==> src/verilog/chan_ctrl_pkg.sv <==
// Constants shared by the converter control ends
`default_nettype none
package chan_ctrl_pkg;
    localparam int NUM_CH = 4;
    localparam int DATA_W = 16;
    localparam int ADDR_W = 5;
    // Register index on the link: {kind[2:0], channel[1:0]}
    localparam logic [2:0] KIND_DATA = 3'h0;
    localparam logic [2:0] KIND_CTRL = 3'h1;
    localparam logic [2:0] KIND_GAIN = 3'h2;
    localparam logic [2:0] KIND_OFFS = 3'h3;
    localparam logic [2:0] KIND_CLRC = 3'h4;
    localparam logic [2:0] KIND_BOOST = 3'h5;
    localparam logic [2:0] KIND_STAT = 3'h6;
    localparam logic [2:0] KIND_RST = 3'h7;
    // Control register field positions
    localparam int RANGE_LSB = 0;
    localparam int RANGE_W = 3;
    localparam int OVR_BIT = 3;
    localparam int BOOST_EN_BIT = 4;
    localparam int OUT_EN_BIT = 5;
    localparam int RSET_BIT = 6;
    localparam int CLR_EN_BIT = 7;
    localparam int AMP_EN_BIT = 8;
    localparam logic [15:0] CTRL_RESET = 16'h0000;
    localparam logic [15:0] CLR_CODE_RESET = 16'h0000;
    localparam logic [15:0] GAIN_RESET = 16'hFFFF;
    localparam logic [15:0] OFFS_RESET = 16'h8000;
    localparam logic [15:0] BOOST_RESET = 16'h0000;
    localparam logic [15:0] CTRL_MASK = 16'h01FF;
    // Calibration length in cycles
    localparam logic [7:0] CAL_CYCLES = 8'h20;
    // Settling wait before output enable
    localparam int SETTLE_US = 200;
    localparam int CLK_MHZ = 100;
    localparam int SETTLE_CYCLES = SETTLE_US * CLK_MHZ;
    // Avalon register byte addresses of the controller
    localparam logic [3:0] AV_CMD = 4'h0;
    localparam logic [3:0] AV_CFG = 4'h4;
    localparam logic [3:0] AV_STATUS = 4'h8;
    localparam logic [3:0] AV_RDATA = 4'hC;
    // Controller commands
    localparam logic [2:0] CMD_WRITE = 3'h1;
    localparam logic [2:0] CMD_READ = 3'h2;
    localparam logic [2:0] CMD_ENABLE = 3'h3;
    localparam logic [2:0] CMD_DISABLE = 3'h4;
    localparam logic [2:0] CMD_RESET = 3'h5;
endpackage : chan_ctrl_pkg
`default_nettype wire

==> src/verilog/chan_link_if.sv <==
// Register link between controller and converter
`timescale 1ns/10ps
`default_nettype none
interface chan_link_if;
    logic wr;
    logic rd;
    logic [4:0] addr;
    logic [15:0] wdata;
    logic [15:0] rdata;
    logic rvalid;
    logic clear_pin;
    modport device (input wr, rd, addr, wdata, clear_pin,
                    output rdata, rvalid);
    modport host (output wr, rd, addr, wdata, clear_pin,
                  input rdata, rvalid);
endinterface : chan_link_if
`default_nettype wire

==> src/verilog/chan_slice.sv <==
// One converter channel: control, data, clear and calibration
`timescale 1ns/10ps
`default_nettype none
module chan_slice
    import chan_ctrl_pkg::*;
(
    input wire logic core_clk, // Clock
    input wire logic rst_n, // Async reset
    input wire logic soft_rst, // Software reset pulse
    input wire logic [2:0] wr_kind, // Kind of register written
    input wire logic wr_hit, // Write to this channel
    input wire logic [15:0] wdata, // Written word
    input wire logic clear_pin, // Clear input
    output logic [15:0] ctrl, // Control register
    output logic [15:0] data_reg, // Data code
    output logic [15:0] gain_act, // Gain in use
    output logic [15:0] offs_act, // Offset in use
    output logic [15:0] clr_code, // Clear code
    output logic [15:0] out_code, // Code driven on output
    output logic out_on, // Output stage on
    output logic amp_on, // Internal amps powered
    output logic boost_on, // Boost converter on
    output logic cal_busy // Calibration running
);
    logic [15:0] ctrl_ff, nxt_ctrl, data_ff, nxt_data;
    logic [15:0] gpend_ff, nxt_gpend, opend_ff, nxt_opend;
    logic [15:0] gact_ff, nxt_gact, oact_ff, nxt_oact;
    logic [15:0] clr_ff, nxt_clr;
    logic [7:0] cal_ff, nxt_cal;

    // Next values of register state
    always_comb
    begin
        nxt_ctrl = ctrl_ff;
        nxt_data = data_ff;
        nxt_gpend = gpend_ff;
        nxt_opend = opend_ff;
        nxt_gact = gact_ff;
        nxt_oact = oact_ff;
        nxt_clr = clr_ff;
        nxt_cal = (cal_ff != 8'h00) ? cal_ff - 8'h01 : 8'h00;
        if (soft_rst)
        begin
            nxt_ctrl = CTRL_RESET;
            nxt_data = 16'h0000;
            nxt_gpend = GAIN_RESET;
            nxt_opend = OFFS_RESET;
            nxt_gact = GAIN_RESET;
            nxt_oact = OFFS_RESET;
            nxt_clr = CLR_CODE_RESET;
            nxt_cal = 8'h00;
        end
        else if (wr_hit)
        begin
            unique case (wr_kind)
                KIND_CTRL: nxt_ctrl = wdata & CTRL_MASK;
                KIND_DATA:
                begin
                    nxt_data = wdata;
                    nxt_gact = gpend_ff;
                    nxt_oact = opend_ff;
                    nxt_cal = CAL_CYCLES;
                end
                KIND_GAIN: nxt_gpend = wdata;
                KIND_OFFS: nxt_opend = wdata;
                KIND_CLRC: nxt_clr = wdata;
                default: ;
            endcase
        end
    end

    // Register stage
    always_ff @(posedge core_clk or negedge rst_n)
    begin
        if (!rst_n)
        begin
            ctrl_ff <= CTRL_RESET;
            data_ff <= 16'h0000;
            gpend_ff <= GAIN_RESET;
            opend_ff <= OFFS_RESET;
            gact_ff <= GAIN_RESET;
            oact_ff <= OFFS_RESET;
            clr_ff <= CLR_CODE_RESET;
            cal_ff <= 8'h00;
        end
        else
        begin
            ctrl_ff <= nxt_ctrl;
            data_ff <= nxt_data;
            gpend_ff <= nxt_gpend;
            opend_ff <= nxt_opend;
            gact_ff <= nxt_gact;
            oact_ff <= nxt_oact;
            clr_ff <= nxt_clr;
            cal_ff <= nxt_cal;
        end
    end

    // Output stage controls
    assign ctrl = ctrl_ff;
    assign data_reg = data_ff;
    assign gain_act = gact_ff;
    assign offs_act = oact_ff;
    assign clr_code = clr_ff;
    assign cal_busy = (cal_ff != 8'h00);
    assign amp_on = ctrl_ff[AMP_EN_BIT];
    assign boost_on = ctrl_ff[BOOST_EN_BIT];
    assign out_on = ctrl_ff[OUT_EN_BIT];
    // Clear code only on participating channels
    assign out_code = (clear_pin && ctrl_ff[CLR_EN_BIT]) ? clr_ff
                                                          : data_ff;
endmodule : chan_slice
`default_nettype wire

==> src/verilog/conv_device.sv <==
// Converter end: register decode, channels, readback, analog controls
`timescale 1ns/10ps
`default_nettype none
module conv_device
    import chan_ctrl_pkg::*;
(
    input wire logic core_clk, // Clock
    input wire logic rst_n, // Async reset
    chan_link_if.device link, // Register link
    output logic [4*16-1:0] out_code, // Per-channel output codes
    output logic [3:0] out_on, // Output stage enables
    output logic [3:0] amp_on, // Internal amp power
    output logic [3:0] boost_on, // Boost converter power
    output logic [3:0] rset_ext, // External sense resistor
    output logic [3:0] over_range, // 20 percent span extension
    output logic [4*3-1:0] range_sel, // Range per channel
    output logic [15:0] boost_cfg // Boost freq, clamp and phase
);
    logic soft_rst;
    logic [15:0] boost_ff, nxt_boost, rdata_ff, nxt_rdata;
    logic rvalid_ff, nxt_rvalid;
    logic [15:0] ctrl_w [NUM_CH];
    logic [15:0] data_w [NUM_CH];
    logic [15:0] gain_w [NUM_CH];
    logic [15:0] offs_w [NUM_CH];
    logic [15:0] clr_w [NUM_CH];
    logic [15:0] code_w [NUM_CH];
    logic [3:0] on_w, amp_w, bst_w, busy_w;
    logic [4*16-1:0] code_ff;
    logic [3:0] on_ff, amp_ff, bst_ff, rset_ff, ovr_ff;
    logic [11:0] range_ff;
    logic [2:0] kind;
    logic [1:0] ch;

    assign kind = link.addr[4:2];
    assign ch = link.addr[1:0];
    assign soft_rst = link.wr && (kind == KIND_RST);

    // One slice per channel
    genvar i;
    generate
        for (i = 0; i < NUM_CH; i++)
        begin : g_ch
            chan_slice u_slice (
                .core_clk(core_clk),
                .rst_n(rst_n),
                .soft_rst(soft_rst),
                .wr_kind(kind),
                .wr_hit(link.wr && (ch == 2'(i))),
                .wdata(link.wdata),
                .clear_pin(link.clear_pin),
                .ctrl(ctrl_w[i]),
                .data_reg(data_w[i]),
                .gain_act(gain_w[i]),
                .offs_act(offs_w[i]),
                .clr_code(clr_w[i]),
                .out_code(code_w[i]),
                .out_on(on_w[i]),
                .amp_on(amp_w[i]),
                .boost_on(bst_w[i]),
                .cal_busy(busy_w[i])
            );
        end
    endgenerate

    // Boost setup kept across range changes; readback mux
    always_comb
    begin
        nxt_boost = boost_ff;
        if (soft_rst)
            nxt_boost = BOOST_RESET;
        else if (link.wr && kind == KIND_BOOST)
            nxt_boost = link.wdata;
        nxt_rvalid = link.rd;
        nxt_rdata = rdata_ff;
        if (link.rd)
        begin
            unique case (kind)
                KIND_DATA: nxt_rdata = data_w[ch];
                KIND_CTRL: nxt_rdata = ctrl_w[ch];
                KIND_GAIN: nxt_rdata = gain_w[ch];
                KIND_OFFS: nxt_rdata = offs_w[ch];
                KIND_CLRC: nxt_rdata = clr_w[ch];
                KIND_BOOST: nxt_rdata = boost_ff;
                KIND_STAT: nxt_rdata = {12'h000, busy_w};
                KIND_RST: nxt_rdata = 16'h0000;
            endcase
        end
    end

    always_ff @(posedge core_clk or negedge rst_n)
    begin
        if (!rst_n)
        begin
            boost_ff <= BOOST_RESET;
            rdata_ff <= 16'h0000;
            rvalid_ff <= 1'b0;
        end
        else
        begin
            boost_ff <= nxt_boost;
            rdata_ff <= nxt_rdata;
            rvalid_ff <= nxt_rvalid;
        end
    end

    // Register the analog controls so each output is a flop
    always_ff @(posedge core_clk or negedge rst_n)
    begin
        if (!rst_n)
        begin
            code_ff <= '0;
            on_ff <= 4'h0;
            amp_ff <= 4'h0;
            bst_ff <= 4'h0;
            rset_ff <= 4'h0;
            ovr_ff <= 4'h0;
            range_ff <= 12'h000;
        end
        else
        begin
            for (int k = 0; k < NUM_CH; k++)
            begin
                code_ff[k*16 +: 16] <= code_w[k];
                on_ff[k] <= on_w[k];
                amp_ff[k] <= amp_w[k];
                bst_ff[k] <= bst_w[k];
                rset_ff[k] <= ctrl_w[k][RSET_BIT];
                // Over-range reaches only voltage ranges (codes 0..3)
                ovr_ff[k] <= ctrl_w[k][OVR_BIT] & ~ctrl_w[k][2];
                range_ff[k*3 +: 3] <= ctrl_w[k][RANGE_LSB +: RANGE_W];
            end
        end
    end

    assign link.rdata = rdata_ff;
    assign link.rvalid = rvalid_ff;
    assign out_code = code_ff;
    assign out_on = on_ff;
    assign amp_on = amp_ff;
    assign boost_on = bst_ff;
    assign rset_ext = rset_ff;
    assign over_range = ovr_ff;
    assign range_sel = range_ff;
    assign boost_cfg = boost_ff;
endmodule : conv_device
`default_nettype wire

==> src/flat_wrapper.sv <==
// flat-port wrapper written by rule: the top's interface ports become plain ports
module conv_device_flat import chan_ctrl_pkg::*;
  (core_clk, rst_n, out_code, out_on, amp_on, boost_on, rset_ext, over_range, range_sel, boost_cfg, link_wr, link_rd, link_addr, link_wdata, link_clear_pin, link_rdata, link_rvalid);
  chan_link_if link_i ();
  input wire logic core_clk;
  input wire logic rst_n;
  output logic [4*16-1:0] out_code;
  output logic [3:0] out_on;
  output logic [3:0] amp_on;
  output logic [3:0] boost_on;
  output logic [3:0] rset_ext;
  output logic [3:0] over_range;
  output logic [4*3-1:0] range_sel;
  output logic [15:0] boost_cfg;
  input wire logic [$bits(link_i.wr)-1:0] link_wr;
  input wire logic [$bits(link_i.rd)-1:0] link_rd;
  input wire logic [$bits(link_i.addr)-1:0] link_addr;
  input wire logic [$bits(link_i.wdata)-1:0] link_wdata;
  input wire logic [$bits(link_i.clear_pin)-1:0] link_clear_pin;
  output wire logic [$bits(link_i.rdata)-1:0] link_rdata;
  output wire logic [$bits(link_i.rvalid)-1:0] link_rvalid;
  assign link_i.wr = link_wr;
  assign link_i.rd = link_rd;
  assign link_i.addr = link_addr;
  assign link_i.wdata = link_wdata;
  assign link_i.clear_pin = link_clear_pin;
  assign link_rdata = link_i.rdata;
  assign link_rvalid = link_i.rvalid;
  conv_device u_core (.core_clk(core_clk), .rst_n(rst_n), .link(link_i), .out_code(out_code), .out_on(out_on), .amp_on(amp_on), .boost_on(boost_on), .rset_ext(rset_ext), .over_range(over_range), .range_sel(range_sel), .boost_cfg(boost_cfg));
endmodule
==> config.mk <==
export PLATFORM = sky130hd
export DESIGN_NAME = conv_device_flat
export DESIGN_NICKNAME = d
export VERILOG_FILES = /design/src/verilog/chan_ctrl_pkg.sv /design/src/verilog/chan_link_if.sv /design/src/verilog/chan_slice.sv /design/src/verilog/conv_device.sv /design/src/flat_wrapper.sv
export SDC_FILE = /design/constraint.sdc
export NUM_CORES = 1
export LEC_CHECK = 0
export BUFFER_PORTS_ARGS = -buffer_cell sky130_fd_sc_hd__buf_4
export CAP_MARGIN = 40
export CORE_ASPECT_RATIO = 1.5
export CORE_MARGIN = 2
export CORE_UTILIZATION = 60
export CTS_CLUSTER_SIZE = 24
export DETAILED_ROUTE_END_ITERATION = 7
export HOLD_SLACK_MARGIN = 0.05
export PLACE_DENSITY = 0.75
export SYNTH_ARGS = -nofsm -noshare
export SYNTH_HDL_FRONTEND = slang
export SYNTH_SLANG_ARGS = --single-unit
export TNS_END_PERCENT = 1
==> constraint.sdc <==
create_clock -name core_clk -period 3.2 [get_ports core_clk]
set_input_delay 0.8 -clock core_clk [delete_from_list [all_inputs] [get_ports core_clk]]
set_output_delay 0.8 -clock core_clk [all_outputs]
set_load 0.01 [all_outputs]
Word-level counts from Yosys, hierarchy flattened. Cells that the tools add are included.

Register bits after elaboration: 609. Bits in latches: 0. RAM bits: 0. Bits in read-only memories: 0. Logic and storage cells: 219. Memories kept: 0.

$add $sub $neg: 4. $mul: 0. Divide/modulo/power cells: 0. Magnitude comparators: 1. Eq/ne operators: 10. Shift operators: 0. Multiplexer cells: 107. Bitwise gates (word level): 9. Reduce and logical (&&, ||, !) cells: 46.

Operators with widths (number): $mux 16 (85); $bmux 16 s2 (5); $mux 8 (16); $pmux 16 s8 (1); $reduce_and 2->1 (20); $reduce_bool 8->1 (4); $sub 8x1->8 const B (4); $reduce_bool 2->1 (10); $eq 3x3->1 const B (4); $logic_and 1x1->1 (10); $eq 3x2->1 const B (2); $and 1x1->1 (4); $eq 2x2->1 const B (2); $not 1->1 (4); $eq 3x1->1 const B (1); $ge 3x3->1 const B (1); $logic_not 3->1 (1); $not 2->3 (1); $eq 2x1->1 const B (1); $logic_not 2->1 (1).

Depth between registers and ports, before layout. Gate-level depths: netlist of the first run.

Depth after elaboration: 5. Gate-level depth with buffers: 8. Depth with buffers taken out: 7.

By module. From an unflattened synthesis of the first run, not the netlist that was laid out.

Cell total of the unflattened synthesis: 2600. Area, all modules: 26719.4 µm².

By module, submodules not included: chan_slice (instances 4, cells an instance 521, area each 5026.1 µm², seq. area each 2870.3 µm²); conv_device (instances 1, cells an instance 516, area each 6615.1 µm², seq. area each 3228.1 µm²).

Worst setup path after synthesis of the first run. OpenSTA, ideal clock, no wires.

Path type: input port to flip-flop. Start: input link_addr[1]. End: register u_core.rdata_ff[7] (netlist: u_core.link.rdata[7]). Arrival time: 2.202 ns. Setup slack: 0.868 ns. Cell stages on the path: 8. Path buffers: 3. Cell sequence: buf_2 -> buf_2 -> buf_2 -> mux4_2 -> mux2i_1 -> nor2_1 -> a311oi_1 -> a21oi_1.

Word-level cells in the longest chain between the ends: 5. Elaborated cells on any way between the ends: 17. Those cells by class: mux (16); bitwise (1).

Ends and longest elaborated chain: from (decl) (RTL line flat_wrapper.sv:17) `input wire logic [$bits(link_i.addr)-1:0] link_addr;`; $not 2->3 (implied by the code) *; $bmux 16 s2, on equally long branches; $mux 16, on equally long branches (2 in a row); $pmux 16 s8 * (RTL line conv_device.sv:78) `unique case (kind)`; to (signal assigned) (RTL line conv_device.sv:102) `rdata_ff <= nxt_rdata;`; to (decl) (RTL line conv_device.sv:20) `logic [15:0] boost_ff, nxt_boost, rdata_ff, nxt_rdata;`.

Mark *: on every way between the ends. The rest lies on a longest branch, timed or not. The select of a mux whose other input is x is not followed. A chain may end at the register's enable or synchronous reset.

Worst setup path after layout of the first run.
Start: input link_addr[0]. End: register u_core.rdata_ff[5] (netlist: u_core.link.rdata[5]).

The elaborated chain is that of the path after synthesis.

==> run metrics, run 1 <==
CTS Sinks=around 580; Setup CP Type=input pin to flip-flop; half-perimeter wire length after detailed placement=47.1 mm; maximum VDD drop=between 500 and 600 uV; post-DR wirelength/cell=~24 um; Setup TNS Final=0 ns; f_max=between 300 and 400 MHz; P_leak=between 10 and 15 nW; clk_lat worst skew=between 0.5 and 0.6 ns; portion of the post-synthesis area used by sequential elements=around 60%; global-route wire length before repair=between 100 and 150 mm; setup repair after global routing missed its margin=false; headroom to the max-slew limit=a little over two fifths; number of detailed-route iterations in the first pass=6; clock buffer count from CTS=53; distinct cell type count of the synthesized netlist=just over 50; Worst Tran Pin Value=0.845 ns; buffers added on ports=154; period utilization=a little under nine tenths; Hold Vio Cnt, Final=0; Placed Cells incl. Taps=a little under 3000; ranking of synthesized cells by area=sky130_fd_sc_hd__dfrtp_1 (45%), sky130_fd_sc_hd__dfstp_2 (15%), sky130_fd_sc_hd__nand2_1 (10%), sky130_fd_sc_hd__mux4_2 (6.3%), sky130_fd_sc_hd__o21ai_0 (6.1%); library cell used as clock root buffer=sky130_fd_sc_hd__clkbuf_16; Critical Path Source Type=input pin; total grt overflow=0; vias in the first global route=a little under 20000; number of enable flip-flop cells after synthesis=0; RD Place Congestion=about 0.89; worst-path fanout max=29; DIE HEIGHT=251 um; HP Class=input pin to asynchronous set/reset pin; initial core utilization=about three fifths; clock tree from TritonCTS=yes; area of the core=between 40000 and 50000 sq um; async set or reset register ratio after synthesis=100%; final-stage net count=about 2500; share of the synthesized area in the top cell type=~45%; number of antenna violations at the first check in global routing=0; maximum number of pins on one net before global-route repair=77; via count normalized by instance count=about 6.3; capturing element type of the critical path=flip-flop; number of synthesized register bits=roughly 580; max-cap viol count=0; Cell Area, Synth=24500 sq um; Critical Path AT=3.16 ns; largest area contributor in the netlist=sky130_fd_sc_hd__dfrtp_1; syn_nets=roughly 2400; worst reg2reg path depth=5; buffers inserted during post-CTS setup optimization=0; violation count after the first detailed-routing iteration=~2100; Cell Pwr Density=around 700 nW/um^2; Syn-to-layout area delta=15.6%; commonest register cell after synthesis=sky130_fd_sc_hd__dfrtp_1; mean cell area of the mapped netlist=about 11 sq um; number of gates resized after cts=0; total detailed-routing wirelength=between 70 and 80 mm; Final Non-Filler Cells=between 2000 and 3000; final worst slack=approximately 0.46 ns; Tot Pwr=between 15 and 20 mW; fraction of the core area covered by cells at the end of the flow=70.4%; Inserted Diodes=0; detailed-route DRC error count=0; Setup WS pre-CTS=-0.106 ns; final period demand of the worst path=roughly 2.7 ns; setup skew after layout=around 0.015 ns; Pins Over Slew Limit=0; die area=42500 sq um; final setup violation count=0; number of instances in the synthesized netlist=between 2000 and 2500; Post-CTS Hold Buffers=0; H-Tree Level Count=2; number of top-level pins=between 150 and 200; Longest Clk Path Bufs=3; detailed-route via count=approximately 19000; fraction of layout instances using a drive strength above 1=about a quarter; remaining antenna violation count after routing=0; required time reported for the critical path endpoint=between 3 and 4 ns; site row count=90; die width=169 um; Yosys warning total=0; aggregate global-route resource usage=a little over a third; run status=complete, no violations; clock transition at the registers of the reported paths=0.06 ns
## placed cells by master (no fill, tap or decap), drive strengths merged, types with 4 or more instances in the layout
cell    instances
a21oi         110
a311oi          7
and2            6
and3            4
buf           236
bufinv          6
clkbuf         74
clkinv         12
dfrtp         445
dfstp         136
ha              8
inv            15
mux2           77
mux2i          17
mux4           68
nand2         678
nand2b         12
nand3          68
nand3b          5
nor2           81
nor2b          11
nor3           10
nor3b           6
o21ai         335
o22ai           9
or3             7
xnor2          11
xor2           10
## final cells by class
type / instances / area, sq um
Inverter: 16 / 60.1
Timing Repair Buffer: 236 / 2120
Fill cell: 2875 / 11900
Clock inverter: 20 / 262
Multi-Input combinational cell: 1566 / 9010
Sequential cell: 581 / 14700
Tap cell: 506 / 633
Clock buffer: 74 / 1510
## synthesized netlist by cell type (2+ instances only)
cell                         n
sky130_fd_sc_hd__nand3b_1    5
sky130_fd_sc_hd__ha_1        8
sky130_fd_sc_hd__a21oi_1   110
sky130_fd_sc_hd__mux2_2     77
sky130_fd_sc_hd__inv_1      15
sky130_fd_sc_hd__buf_1       6
sky130_fd_sc_hd__dfstp_2   136
sky130_fd_sc_hd__a31oi_1     2
sky130_fd_sc_hd__a311oi_1    7
sky130_fd_sc_hd__clkbuf_1   94
sky130_fd_sc_hd__nor3_1     10
sky130_fd_sc_hd__nand2b_1   12
sky130_fd_sc_hd__dfrtp_1   445
sky130_fd_sc_hd__o21ai_1    37
sky130_fd_sc_hd__mux4_2     68
sky130_fd_sc_hd__buf_6       3
sky130_fd_sc_hd__and2_1      5
sky130_fd_sc_hd__and3_1      4
sky130_fd_sc_hd__nor2b_1    11
sky130_fd_sc_hd__o22ai_1     9
sky130_fd_sc_hd__nor3b_1     5
sky130_fd_sc_hd__and4_1      2
sky130_fd_sc_hd__xor2_1     10
sky130_fd_sc_hd__o21ai_0   298
sky130_fd_sc_hd__nand3_1    68
sky130_fd_sc_hd__nor4b_1     3
sky130_fd_sc_hd__a22oi_1     2
sky130_fd_sc_hd__or3_1       7
sky130_fd_sc_hd__a22o_1      3
sky130_fd_sc_hd__nand2_1   678
sky130_fd_sc_hd__buf_4       9
sky130_fd_sc_hd__nand4_1     2
sky130_fd_sc_hd__buf_2      52
sky130_fd_sc_hd__nor2_1     81
sky130_fd_sc_hd__mux2i_1    17
sky130_fd_sc_hd__xnor2_1    11
## per-stage QoR
stage | area [sq um] | hold slack (ns)
final | 28300 | 0.238
after global routing | 28300 | 0.283
after CTS | 28300 | 0.259
after detailed placement | 26500 | 0.396
after global placement | 26500 | 0.385
after floorplan | 24500 | 0.369
## path summary, 6_finish.rpt
kind | start | to | slack [ns]
max | link_addr[0] | u_core.link.rdata[5]$_DFFE_PN0P_ | 0.46
min | rst_n | u_core.g_ch[0].u_slice.opend_ff[3]$_DFFE_PN0P_ | 0.24
max reg2reg | u_core.g_ch[0].u_slice.ctrl[5]$_DFFE_PN0P_ | u_core.link.rdata[5]$_DFFE_PN0P_ | 1.08
min reg2reg | u_core.g_ch[0].u_slice.ctrl[1]$_DFFE_PN0P_ | u_core.range_sel[1]$_DFF_PN0_ | 0.40
max in group asynchronous | rst_n | u_core.rset_ext[3]$_DFF_PN0_ | 2.08
min in group core_clk | u_core.g_ch[0].u_slice.ctrl[1]$_DFFE_PN0P_ | u_core.range_sel[1]$_DFF_PN0_ | 0.40
## routing by layer
| layer | GRT usage (%) | up-vias | part of all wire [%] |
|---|---|---|---|
| met5 | 0 | - | 0 |
| met3 | 5.54 | 269 | 9.0 |
| met1 | 44.3 | 9477 | 36 |
| li1 | - | 8120 | - |
| met2 | 57.5 | 1129 | 49 |
| met4 | 20.1 | 0 | 6.3 |
## power by group
part           switching (mW)  internal [mW]  leakage, nW
registers               0.924           8.93         7.22
clock network            2.72           3.76        0.866
logic                    1.89           1.54         5.01
total                    5.54           14.2         13.1
## critical path, stage by stage
cell                       delay, ns
sky130_fd_sc_hd__buf_4          0.47
sky130_fd_sc_hd__buf_4          0.29
sky130_fd_sc_hd__mux4_2         0.50
sky130_fd_sc_hd__mux2i_1        0.21
sky130_fd_sc_hd__nor2_1         0.07
sky130_fd_sc_hd__a311oi_1       0.66
sky130_fd_sc_hd__a21oi_1        0.13
## cell families (layout without fill, tap and decap cells)
group / Yosys count / after routing / synth area share, %
flip-flops: 581 / 581 / 60.1
AO/OA/AOI/OAI: 475 / 475 / 10.0
buffers and inverters: 180 / 346 / 3.26
multiplexers: 162 / 162 / 10.5
AND/OR/NAND/NOR: 900 / 900 / 15.0
XOR/XNOR: 21 / 21 / 0.751
adder cells (fa/ha/maj): 8 / 8 / 0.409
Power figures use the tool's default switching activity.
==> inputs of run 2 (changes only) <==
==> constraint.sdc (replaced) <==
create_clock -name core_clk -period 3.02 [get_ports core_clk]
set_input_delay 0.755 -clock core_clk [delete_from_list [all_inputs] [get_ports core_clk]]
set_output_delay 0.755 -clock core_clk [all_outputs]
set_load 0.01 [all_outputs]
==> run 2 against run 1 <==
Compared with the run above: wire length decreased by 0.94%; first-iteration DRC count is 7.6% lower; non-clock buffer count increased by 28; total power increased by 4.9%; global-route usage down 0.14 points; sequential cell count is the same; clock skew down 0.0029 ns; worst setup slack improved by 0.073 ns; utilization up 0.20 points; critical path type unchanged; critical endpoint unchanged.
==> run metrics, run 2 (synthesis gave the netlist of run 1 again) <==
detailed-route DRC error count=0 (unchanged); Syn-to-layout area delta=15.9%; f_max=just over 400 MHz; Critical Path AT=2.91 ns (-0.25 ns); die width=169 um (unchanged); number of detailed-route iterations in the first pass=5 (-1); site row count=90 (unchanged); Pins Over Slew Limit=0 (unchanged); post-DR wirelength/cell=24.0 um (-1.8%); violation count after the first detailed-routing iteration=1903 (-7.6%); area of the core=40200 sq um (unchanged); buffers inserted during post-CTS setup optimization=0 (unchanged); Post-CTS Hold Buffers=0 (unchanged); run status=complete, no violations; Worst Tran Pin Value=0.833 ns (-0.0115 ns); total detailed-routing wirelength=72.7 mm (-0.94%); setup skew after layout=0.0122 ns (-0.00290 ns); most frequent standard cell in the layout excluding fill and tap cells=sky130_fd_sc_hd__nand2_1; clock buffer count from CTS=51 (-3.8%); maximum number of pins on one net before global-route repair=87 (+13%); capturing element type of the critical path=flip-flop; Final Non-Filler Cells=3026 (+0.90%); number of top-level pins=155 (unchanged); number of antenna violations at the first check in global routing=0 (unchanged); required time reported for the critical path endpoint=3.45 ns (-0.17 ns); period utilization=between 80% and 90%; vias in the first global route=19300 (-0.43%); initial core utilization=60.9% (unchanged); via count normalized by instance count=6.25 (-1.3%); fraction of layout instances using a drive strength above 1=25.4% (+0.73 points); clk_lat worst skew=0.59 ns (about the same); cell area after placement=26700 sq um (+0.46%); clock tree from TritonCTS=yes; worst-path fanout max=20 (-31%); HP Class=input pin to asynchronous set/reset pin; fraction of the core area covered by cells at the end of the flow=70.6% (+0.20 points); maximum VDD drop=478 uV (-11%); DIE HEIGHT=251 um (unchanged); total grt overflow=0 (unchanged); final period demand of the worst path=between 2 and 2.5 ns; CP startpoint=link_addr[1]; final-stage net count=2514 (+1.0%); Setup CP Type=input pin to flip-flop; remaining antenna violation count after routing=0 (unchanged); max-cap viol count=0 (unchanged); number of gates resized after cts=0 (unchanged); aggregate global-route resource usage=34.8% (-0.14 points); library cell used as clock root buffer=sky130_fd_sc_hd__clkbuf_16; Hold Vio Cnt, Final=0 (unchanged); worst reg2reg path depth=5 (unchanged); CTS Sinks=581 (unchanged); RD Place Congestion=0.909 (+1.9%); most frequent cells in the layout=sky130_fd_sc_hd__nand2_1 (676), sky130_fd_sc_hd__dfrtp_1 (445), sky130_fd_sc_hd__o21ai_0 (295), sky130_fd_sc_hd__buf_4 (243), sky130_fd_sc_hd__dfstp_2 (136); half-perimeter wire length after detailed placement=47.3 mm (+0.24%); headroom to the max-slew limit=44.4% (+0.87 points); Critical Path Source Type=input pin; P_leak=13.2 nW (+0.60%); global-route wire length before repair=111 mm (-0.49%); Placed Cells incl. Taps=2933 (+0.96%); Inserted Diodes=0 (unchanged); setup repair after global routing missed its margin=false; H-Tree Level Count=2 (unchanged); detailed-route via count=18900 (-0.44%); buffers added on ports=154 (unchanged); Cell Pwr Density=731 nW/um^2 (+4.6%); die area=42500 sq um (unchanged); startpoint of the most critical register-to-register path=u_core.g_ch[0].u_slice.cal_ff[2]$_DFF_PN0_; Final Instance Area=28400 sq um (+0.28%); filler instances=2850 (-0.87%); Longest Clk Path Bufs=3 (unchanged); clock transition at the registers of the reported paths=0.07 ns (about the same); Setup TNS Final=0 ns (unchanged); final setup violation count=0 (unchanged)
run 2: per-layer routing:
metal | global-route usage (%) | wire length (um) | share of wire (%)
met4 | 22.6 | 5100 | 7.0
met3 | 5.46 | 5810 | 8.0
met2 | 57.0 | 35300 | 49
met1 | 43.2 | 26400 | 36
met5 | 0 | 0 | 0
run 2: worst max-delay path, stage by stage:
cell and delay [ns]:
sky130_fd_sc_hd__buf_4 0.30, sky130_fd_sc_hd__buf_4 0.25, sky130_fd_sc_hd__mux4_2 0.34, sky130_fd_sc_hd__mux2i_1 0.36, sky130_fd_sc_hd__nor2_1 0.09, sky130_fd_sc_hd__a311oi_1 0.64
sky130_fd_sc_hd__a21oi_1 0.16
run 2: cell type report:
cell class | instances | area [sq um] | area share (%)
clock inverter | 12 | 143 | 0.503
timing repair buffer | 264 | 2240 | 7.89
inverter | 16 | 60.1 | 0.212
clock buffer | 81 | 1580 | 5.57
multi-input combinational | 1566 | 9010 | 31.8
tap | 506 | 633 | 2.23
sequential | 581 | 14700 | 51.8
run 2: path summary, 6_finish.rpt:
path / endpoint / slack, ns
min in group core_clk: u_core.range_sel[1]$_DFF_PN0_ / 0.40
min: u_core.g_ch[0].u_slice.ctrl[4]$_DFFE_PN0P_ / 0.24
min reg2reg: u_core.range_sel[1]$_DFF_PN0_ / 0.40
max reg2reg: u_core.link.rdata[0]$_DFFE_PN0P_ / 0.64
max in group asynchronous: u_core.g_ch[1].u_slice.gpend_ff[11]$_DFFE_PN1P_ / 1.92
max: u_core.link.rdata[5]$_DFFE_PN0P_ / 0.54
run 2: report_power, final:
group          internal, mW  leakage, nW  total, mW  switching [mW]
clock                  3.84        0.854       6.70            2.86
combinational          1.65         5.10       3.63            1.98
sequential             9.46         7.22       10.4           0.950
total                  14.9         13.2       20.7            5.79
run 2: stage by stage:
step                      worst slack, ns  hold slack (ns)  power [mW]
after floorplan                     0.733            0.369        12.4
after global placement             0.0581            0.387        13.9
after detailed placement           0.0680            0.391        14.1
after CTS                           0.624            0.249        20.7
after global routing                0.581            0.270        21.6
final                               0.536            0.238        20.7
